**config.mk**
```make
export PLATFORM = sky130hd
export DESIGN_NAME = fpdb_top
export DESIGN_NICKNAME = d
export VERILOG_FILES = /design/src/common/fpdb_pkg.sv /design/src/core/fpdb_top.sv
export SDC_FILE = /design/constraint.sdc
export NUM_CORES = 1
export LEC_CHECK = 0
export BUFFER_PORTS_ARGS = -buffer_cell sky130_fd_sc_hd__buf_2
export CAP_MARGIN = 25
export CORE_ASPECT_RATIO = 1.5
export CORE_MARGIN = 2
export CORE_UTILIZATION = 55
export DETAILED_ROUTE_END_ITERATION = 7
export GPL_ROUTABILITY_DRIVEN = 0
export GPL_TIMING_DRIVEN = 1
export PLACE_DENSITY = 0.8
export SYNTH_ARGS = -nofsm -noshare
export SYNTH_HDL_FRONTEND = slang
export SYNTH_SLANG_ARGS = --single-unit
export TNS_END_PERCENT = 10
```
**constraint.sdc**
```tcl
create_clock -name core_clk -period 2.7 [get_ports core_clk]
set_input_delay 0.81 -clock core_clk [delete_from_list [all_inputs] [get_ports core_clk]]
set_output_delay 0.81 -clock core_clk [all_outputs]
set_load 0.03 [all_outputs]
```
**src/common/fpdb_pkg.sv**
```systemverilog
// Constants for the front panel display blanking block.
// Assumes a 125 MHz core clock and an AXI4-Lite register master.
package fpdb_pkg;
    // Register byte offsets
    localparam logic [3:0] CTRL_OFS = 4'h0;
    localparam logic [3:0] STAGE_OFS = 4'h4;
    localparam logic [3:0] STATUS_OFS = 4'h8;
    // Field positions in control and staging words
    localparam int STYLE_LSB = 0;
    localparam int DELAY_LSB = 4;
    localparam int MANUAL_LSB = 8;
    // Reset values
    localparam logic [1:0] STYLE_RST = 2'h0;
    localparam logic [2:0] DELAY_RST = 3'h0;
    localparam logic [3:0] MANUAL_RST = 4'h0;
    // Alarm display styles
    localparam logic [1:0] STYLE_PLAIN = 2'h0;
    localparam logic [1:0] STYLE_ALTERNATE = 2'h1;
    localparam logic [1:0] STYLE_FLASH = 2'h2;
    localparam logic [1:0] STYLE_TAG_ONLY = 2'h3;
    // Auto-blank delay codes
    localparam logic [2:0] DELAY_OFF = 3'h0;
    localparam logic [2:0] DELAY_15S = 3'h1;
    localparam logic [2:0] DELAY_30S = 3'h2;
    localparam logic [2:0] DELAY_1M = 3'h3;
    localparam logic [2:0] DELAY_5M = 3'h4;
    // Auto-blank delays in seconds
    localparam logic [8:0] AUTO_15S_S = 9'd15;
    localparam logic [8:0] AUTO_30S_S = 9'd30;
    localparam logic [8:0] AUTO_1M_S = 9'd60;
    localparam logic [8:0] AUTO_5M_S = 9'd300;
    // Manual blanking
    localparam logic [3:0] MANUAL_RELIGHT_MIN = 4'h5;
    localparam logic [3:0] MANUAL_MAX = 4'h8;
    localparam logic [2:0] RELIGHT_S = 3'd5;
    // Blank mask bits: set value, process value, lamps
    localparam int MASK_SV = 0;
    localparam int MASK_PV = 1;
    localparam int MASK_LAMP = 2;
    // Seconds tick
    localparam longint SECOND_NS = 1000000000;
    localparam longint CLK_PERIOD_NS = 8;
    localparam int TICK_CYCLES_DEF = int'(SECOND_NS / CLK_PERIOD_NS);
    // AXI responses
    localparam logic [1:0] RESP_OKAY = 2'h0;
    localparam logic [1:0] RESP_SLVERR = 2'h2;
    // Edit states
    typedef enum logic [1:0] {
        EDIT_IDLE = 2'b01,
        EDIT_ACTIVE = 2'b10
    } fpdb_edit_t;
endpackage

```
**src/core/fpdb_top.sv**
```systemverilog
// Front panel display policy: alarm display style, auto blanking,
// manual blanking with key relight, and parameter edit commit.
// Assumes key and alarm inputs synchronous to core_clk, keys as pulses.
`timescale 1ns/10ps
module fpdb_top
    import fpdb_pkg::*;
#(
    parameter int TICK_CYCLES = TICK_CYCLES_DEF
) (
    // Clock and reset
    input wire logic core_clk,
    input wire logic reset,
    // Front panel keys
    input wire logic key_press,
    input wire logic key_select,
    input wire logic on_config_param,
    // Process conditions
    input wire logic first_alarm,
    input wire logic second_alarm,
    input wire logic input_error,
    // Display and lamp drivers
    output logic pv_on,
    output logic sv_on,
    output logic pv_show_tag,
    output logic pv_tag_second,
    output logic pv_flash,
    output logic pv_lamp_on,
    output logic pv_lamp_blink,
    output logic sv_lamp_on,
    output logic other_lamps_on,
    output logic digit_blink,
    // AXI4-Lite write address
    input wire logic [3:0] s_axi_awaddr,
    input wire logic s_axi_awvalid,
    output logic s_axi_awready,
    // AXI4-Lite write data
    input wire logic [31:0] s_axi_wdata,
    input wire logic [3:0] s_axi_wstrb,
    input wire logic s_axi_wvalid,
    output logic s_axi_wready,
    // AXI4-Lite write response
    output logic [1:0] s_axi_bresp,
    output logic s_axi_bvalid,
    input wire logic s_axi_bready,
    // AXI4-Lite read
    input wire logic [3:0] s_axi_araddr,
    input wire logic s_axi_arvalid,
    output logic s_axi_arready,
    output logic [31:0] s_axi_rdata,
    output logic [1:0] s_axi_rresp,
    output logic s_axi_rvalid,
    input wire logic s_axi_rready
);

    function automatic logic [8:0] delay_limit(input logic [2:0] code);
        case (code)
            DELAY_15S: delay_limit = AUTO_15S_S;
            DELAY_30S: delay_limit = AUTO_30S_S;
            DELAY_1M: delay_limit = AUTO_1M_S;
            DELAY_5M: delay_limit = AUTO_5M_S;
            default: delay_limit = 9'd0;
        endcase
    endfunction
    function automatic logic [2:0] blank_mask(input logic [3:0] choice);
        logic [3:0] base;
        base = (choice >= MANUAL_RELIGHT_MIN && choice <= MANUAL_MAX) ? choice - 4'h4 : choice;
        case (base)
            4'h1: blank_mask = 3'b001;
            4'h2: blank_mask = 3'b010;
            4'h3: blank_mask = 3'b011;
            4'h4: blank_mask = 3'b111;
            default: blank_mask = 3'b000;
        endcase
    endfunction
    function automatic logic [31:0] strobe_mask(input logic [3:0] strb);
        strobe_mask = {{8{strb[3]}}, {8{strb[2]}}, {8{strb[1]}}, {8{strb[0]}}};
    endfunction
    // Configuration state
    logic [1:0] style_q;
    logic [2:0] delay_q;
    logic [3:0] manual_q;
    logic [31:0] stage_q;
    fpdb_edit_t edit_q;
    // Timing state
    logic [31:0] tick_cnt_q;
    logic tick_q;
    logic phase_q;
    logic [8:0] idle_q;
    logic [2:0] relight_q;
    // Bus state
    logic [3:0] awaddr_q;
    logic [31:0] wdata_q;
    logic [3:0] wstrb_q;
    logic aw_have_q;
    logic w_have_q;
    // Condition decode
    wire logic any_alarm = first_alarm | second_alarm;
    wire logic trouble = any_alarm | input_error;
    wire logic [8:0] limit = delay_limit(delay_q);
    wire logic relight_kind = manual_q >= MANUAL_RELIGHT_MIN && manual_q <= MANUAL_MAX;
    wire logic relight_on = relight_kind && relight_q != 3'd0;
    wire logic auto_blank = limit != 9'd0 && idle_q >= limit && !trouble;
    wire logic manual_act = !trouble && !relight_on;
    wire logic [2:0] mask = manual_act ? blank_mask(manual_q) : 3'b000;
    // Bus decode
    wire logic aw_hs = s_axi_awvalid & s_axi_awready;
    wire logic w_hs = s_axi_wvalid & s_axi_wready;
    wire logic do_write = aw_have_q & w_have_q & ~s_axi_bvalid;
    wire logic wr_ctrl = do_write && awaddr_q[3:2] == CTRL_OFS[3:2];
    wire logic wr_stage = do_write && awaddr_q[3:2] == STAGE_OFS[3:2];
    wire logic wr_status = do_write && awaddr_q[3:2] == STATUS_OFS[3:2];
    wire logic [31:0] wmask = strobe_mask(wstrb_q);
    wire logic [31:0] ctrl_word = {20'h0_0000, manual_q, 1'b0, delay_q, 2'h0, style_q};
    wire logic [31:0] ctrl_new = (ctrl_word & ~wmask) | (wdata_q & wmask);
    wire logic [31:0] stage_new = (stage_q & ~wmask) | (wdata_q & wmask);
    wire logic [31:0] status_word = {22'h00_0000, edit_q == EDIT_ACTIVE, phase_q,
                                     relight_on, auto_blank, mask, trouble, tick_q, 1'b0};
    wire logic ar_hs = s_axi_arvalid & s_axi_arready;
    wire logic rd_ctrl = s_axi_araddr[3:2] == CTRL_OFS[3:2];
    wire logic rd_stage = s_axi_araddr[3:2] == STAGE_OFS[3:2];
    wire logic rd_status = s_axi_araddr[3:2] == STATUS_OFS[3:2];
    wire logic [31:0] rd_word = rd_ctrl ? ctrl_word : rd_stage ? stage_q :
                                rd_status ? status_word : 32'h0000_0000;
    wire logic edit_start = edit_q == EDIT_IDLE && key_select && on_config_param;
    wire logic commit = edit_q == EDIT_ACTIVE && key_select;
    // Seconds tick
    always_ff @(posedge core_clk) begin
        if (reset || tick_cnt_q == 32'(TICK_CYCLES - 1)) begin
            tick_cnt_q <= 32'h0000_0000;
        end else begin
            tick_cnt_q <= tick_cnt_q + 32'h0000_0001;
        end
        tick_q <= !reset && tick_cnt_q == 32'(TICK_CYCLES - 1);
        phase_q <= reset ? 1'b0 : phase_q ^ tick_q;
    end
    always_ff @(posedge core_clk) begin
        if (reset || key_press || trouble) begin
            idle_q <= 9'd0;
        end else if (tick_q && idle_q != AUTO_5M_S) begin
            idle_q <= idle_q + 9'd1;
        end
    end
    always_ff @(posedge core_clk) begin
        if (reset) begin
            relight_q <= 3'd0;
        end else if (key_press) begin
            relight_q <= RELIGHT_S;
        end else if (tick_q && relight_q != 3'd0) begin
            relight_q <= relight_q - 3'd1;
        end
    end
    // Edit state machine
    always_ff @(posedge core_clk) begin
        if (reset) begin
            edit_q <= EDIT_IDLE;
        end else begin
            case (edit_q)
                EDIT_IDLE: edit_q <= edit_start ? EDIT_ACTIVE : EDIT_IDLE;
                EDIT_ACTIVE: edit_q <= commit ? EDIT_IDLE : EDIT_ACTIVE;
                default: edit_q <= EDIT_IDLE;
            endcase
        end
    end
    always_ff @(posedge core_clk) begin
        if (reset) begin
            style_q <= STYLE_RST;
            delay_q <= DELAY_RST;
            manual_q <= MANUAL_RST;
        end else if (commit) begin
            style_q <= stage_q[STYLE_LSB +: 2];
            delay_q <= stage_q[DELAY_LSB +: 3];
            manual_q <= stage_q[MANUAL_LSB +: 4];
        end else if (wr_ctrl) begin
            style_q <= ctrl_new[STYLE_LSB +: 2];
            delay_q <= ctrl_new[DELAY_LSB +: 3];
            manual_q <= ctrl_new[MANUAL_LSB +: 4];
        end
    end

    always_ff @(posedge core_clk) begin
        if (reset) begin
            stage_q <= 32'h0000_0000;
        end else if (wr_stage) begin
            stage_q <= stage_new & 32'h0000_0F73;
        end
    end
    // Write channel
    always_ff @(posedge core_clk) begin
        if (reset) begin
            s_axi_awready <= 1'b1;
            s_axi_wready <= 1'b1;
            aw_have_q <= 1'b0;
            w_have_q <= 1'b0;
            s_axi_bvalid <= 1'b0;
            s_axi_bresp <= RESP_OKAY;
        end else begin
            if (aw_hs) begin
                s_axi_awready <= 1'b0;
                aw_have_q <= 1'b1;
            end
            if (w_hs) begin
                s_axi_wready <= 1'b0;
                w_have_q <= 1'b1;
            end
            if (do_write) begin
                aw_have_q <= 1'b0;
                w_have_q <= 1'b0;
                s_axi_bvalid <= 1'b1;
                s_axi_bresp <= (wr_ctrl | wr_stage | wr_status) ? RESP_OKAY : RESP_SLVERR;
            end
            if (s_axi_bvalid && s_axi_bready) begin
                s_axi_bvalid <= 1'b0;
                s_axi_awready <= 1'b1;
                s_axi_wready <= 1'b1;
            end
        end
    end

    always_ff @(posedge core_clk) begin
        if (aw_hs) begin
            awaddr_q <= s_axi_awaddr;
        end
        if (w_hs) begin
            wdata_q <= s_axi_wdata;
            wstrb_q <= s_axi_wstrb;
        end
    end
    // Read channel
    always_ff @(posedge core_clk) begin
        if (reset) begin
            s_axi_arready <= 1'b1;
            s_axi_rvalid <= 1'b0;
            s_axi_rdata <= 32'h0000_0000;
            s_axi_rresp <= RESP_OKAY;
        end else if (ar_hs) begin
            s_axi_arready <= 1'b0;
            s_axi_rvalid <= 1'b1;
            s_axi_rdata <= rd_word;
            s_axi_rresp <= (rd_ctrl | rd_stage | rd_status) ? RESP_OKAY : RESP_SLVERR;
        end else if (s_axi_rvalid && s_axi_rready) begin
            s_axi_rvalid <= 1'b0;
            s_axi_arready <= 1'b1;
        end
    end
    // Display content decode
    // plain style shows value
    wire logic style_alt = style_q == STYLE_ALTERNATE;
    wire logic style_tag = style_q == STYLE_TAG_ONLY;
    wire logic show_tag_d = any_alarm && (style_tag || (style_alt && phase_q));
    wire logic tag_second_d = !first_alarm || (second_alarm && style_tag && phase_q);
    wire logic flash_d = any_alarm && style_q == STYLE_FLASH;
    wire logic pv_on_d = !auto_blank && !mask[MASK_PV];
    wire logic sv_on_d = !auto_blank && !mask[MASK_SV];
    wire logic lamps_d = !mask[MASK_LAMP];

    always_ff @(posedge core_clk) begin
        if (reset) begin
            pv_on <= 1'b1;
            sv_on <= 1'b1;
            pv_show_tag <= 1'b0;
            pv_tag_second <= 1'b0;
            pv_flash <= 1'b0;
            pv_lamp_on <= 1'b1;
            pv_lamp_blink <= 1'b0;
            sv_lamp_on <= 1'b1;
            other_lamps_on <= 1'b1;
            digit_blink <= 1'b0;
        end else begin
            pv_on <= pv_on_d;
            sv_on <= sv_on_d;
            pv_show_tag <= show_tag_d;
            pv_tag_second <= tag_second_d;
            pv_flash <= flash_d;
            pv_lamp_on <= lamps_d;
            pv_lamp_blink <= auto_blank;
            sv_lamp_on <= lamps_d;
            other_lamps_on <= lamps_d && !auto_blank;
            digit_blink <= edit_start || (edit_q == EDIT_ACTIVE && !commit);
        end
    end
endmodule

```
==> impl_results.md <==
- Status: complete, no violations
- First-pass GRT wire length: 17.2 mm
- Number of global-route vias before repair: around 3800
- Routed WL: 10.4 mm
- Starting Density: approximately 56%
- Part of the power in registers: 52.5%
- Initial antenna violation count: 0
- Drt first pass iters: 4
- Slew Viols, Final: 0
- Nature of the critical path endpoint: flop
- H-tree Lvls: 3
- Startpoint class of the critical path: flop
- Max Clock Freq: 426 MHz
- Via density per instance: 5.50
- CTS tree: done
- I/O pins: 108
- Clock-pin slew on the worst setup and hold paths: approximately 0.070 ns
- DR DRC count: 0
- WHS: 0.461 ns
- Die area: 10200 um^2
- Fin. Hold Viols: 0
- Final ANT Viol Nets: 0
- Async set or reset register ratio after synthesis: 0%
- Syn_area_per_cell: roughly 9.2 um^2
- Post-synth design cell area: 5180 um^2
- Die Ht: 123 um
- Sequential area share after synthesis: 44.6%
- Clk pwr share: 40.0%
- Area delta synth->final: 10.6%
- Worst setup margin: 0.354 ns
- IR drop worst, VDD: 384 uV
- Grt total ovfl: 0
- Crit path time final: 2.35 ns
- RSZ-0062 raised after global routing: no
- Largest net degree at the start of global routing: 34
- Post-CTS Resized: 0
- Final setup violating endpoints: 0
- WL/cell: about 14 um
- Ys flop type: dfxtp_1
- Sw frac: 24.1%
- Count of state elements after synthesis: 109
- Fraction of layout cells with a size suffix above 1: around 14%
- Die width: about 83 um
- Clock sink count: ~110
- Final period util: 86.9%
- Critical path arrival: 2.58 ns
- Synth unique cells: 58
- Pre-CTS setup slack: 0.335 ns
- Setup TNS: 0 ns
- Power per cell area: 568 nW/um^2
- Worst Setup Path Type: reg -> reg
- Worst-skew pair later-pin latency: 0.35 ns
- Root Buffer: clkbuf_16
- Max-Cap Viols: 0
- Mapped Cells: 564
- Int Pwr: 2.47 mW
- Nets: ~680
- Worst Path Max Fanout: 7
- Slew of the pin with the lowest slew margin: 0.646 ns
- HP Class: reg -> reg
- Vias: 3996
- Clk buf depth: 2
- CTS buffer count: 9
- Clock skew: 0.0108 ns
- Rel. slew slack: 56.8%
- CTS Hold Bufs: 0
- Post-synth EDFFs: 13
- Core box area: 9200 um^2
- Setup repair bufs after CTS: 0
- Antenna Cells: 0
- Leak: about 2.2 nW
- DP Wirelength: between 7 and 8 mm
- Synth Warn #: 0
- All-Layer GR Usage: a little over a fifth
- Iter 0 DRT Violations: 221
- Rows: 43
- Port Buffers: 56
- Combinational power share: under 10%
- Psw: 782 uW
- CP Data Required Time: 2.94 ns
[per-stage QoR]
step	total power [mW]	utilization, %	std cells	instance area, um^2
after floorplan	1.94	-	585	5260
after global placement	1.98	59.0	711	5430
after detailed placement	1.99	59.0	711	5430
after CTS	3.27	62.2	727	5730
after global routing	3.37	62.2	727	5730
final	3.25	62.2	727	5730
[cells in the final DEF (no fill, tap or decap), drive strengths merged, types with 2 or more instances in the layout]
master / instances
nand2: 35
xnor2: 32
nor2: 98
mux2: 2
or4: 2
nand3: 22
o22ai: 2
mux2i: 23
dfxtp: 96
nor3: 19
conb: 22
and4b: 3
nand4: 9
buf: 60
xor2: 10
inv: 20
and3: 7
a21oi: 20
a2111oi: 3
nand3b: 4
a211oi: 13
edfxtp: 13
a22oi: 5
and4: 5
clkbuf: 13
o21ai: 11
a2bb2oi: 2
or2: 3
ha: 16
and2: 6
nand2b: 8
nor2b: 6
or3: 2
a31oi: 2
nor4: 9
[path summary, 6_finish.rpt]
path | end | slack [ns] | from | cells after the start
max reg2reg | s_axi_rdata[6]$_SDFFE_PP0P_ | 0.35 | flop | 9
min | s_axi_rresp[1]$_SDFFE_PP0P_ | 0.46 | s_axi_rresp[1]$_SDFFE_PP0P_ | 2
min reg2reg | s_axi_rresp[1]$_SDFFE_PP0P_ | 0.46 | s_axi_rresp[1]$_SDFFE_PP0P_ | 2
max | s_axi_rdata[6]$_SDFFE_PP0P_ | 0.35 | flop | 9
[per-layer routing]
layer  wire [um]  GRT usage, %
met2        5640          40.0
met5           0             0
met1        4040          21.4
met3         417          4.24
met4         346          10.7
[power groups by stage]
stage / clock network (mW) / logic (mW) / registers [mW]
2_1_floorplan: 0 / 0.183 / 1.76
3_3_place_gp: 0 / 0.237 / 1.74
3_5_place_dp: 0 / 0.244 / 1.74
4_1_cts: 1.32 / 0.245 / 1.71
5_1_grt: 1.40 / 0.268 / 1.71
6_report: 1.30 / 0.244 / 1.71
[worst max-delay path: stages (launching register included)]
cell and delay, ns:
dfxtp_1 0.37, nor2_1 0.23, nand2_1 0.12, o21a_1 0.14
ha_1 0.17, or4_4 0.48, a211o_1 0.31, a31oi_4 0.19
nor4_4 0.09, o2bb2ai_1 0.13
[cell type report]
class / count / area [um^2]
Inverter: 19 / 71.3
Fill cell: 773 / 3470
Clock buffer: 13 / 272
Sequential cell: 109 / 2310
Timing Repair Buffer: 60 / 310
Tap cell: 112 / 140
Clock inverter: 3 / 27.5
Multi-Input combinational cell: 411 / 2590
[synth_stat cells (2+ instances only)]
master     count  area, um^2
a211oi_1      13        97.6
a21oi_1       20         100
a22oi_1        5        37.5
a2bb2oi_1      2        17.5
and2_1         6        37.5
and3_1         7        43.8
and4_1         5        43.8
and4b_1        3        30.0
buf_2          6        30.0
buf_4         27         203
clkbuf_1      12        45.0
dfxtp_1       96        1920
edfxtp_1      13         390
ha_1          16         200
inv_1         19        71.3
mux2_2         2        22.5
mux2i_1       23         230
nand2_1       35         131
nand2b_1       8        50.1
nand3_1       22         110
nand3b_1       4        30.0
nand4_1        8        50.1
nor2_1        98         368
nor2b_1        6        37.5
nor3_1        19        95.1
nor4_1         7        43.8
o21ai_0        8        40.0
o21ai_1        2        10.0
or2_1          3        18.8
or3_1          2        12.5
xnor2_1       32         280
xor2_1         9        78.8
[kinds of logic (layout without fill, tap and decap cells)]
logic type / count (synthesis) / in the layout / synth area share (%)
AOI/OAI and AO/OA: 66 / 66 / 9.45
DFF: 109 / 109 / 44.6
and+or+nand+nor: 240 / 240 / 23.0
other: 1 / 22 / 0.0724
adders and majority gates: 16 / 16 / 3.87
xor gates and xnor gates: 42 / 42 / 7.25
buffers and inverters: 65 / 95 / 6.81
muxes: 25 / 25 / 4.88
Power figures use the tool's default switching activity.
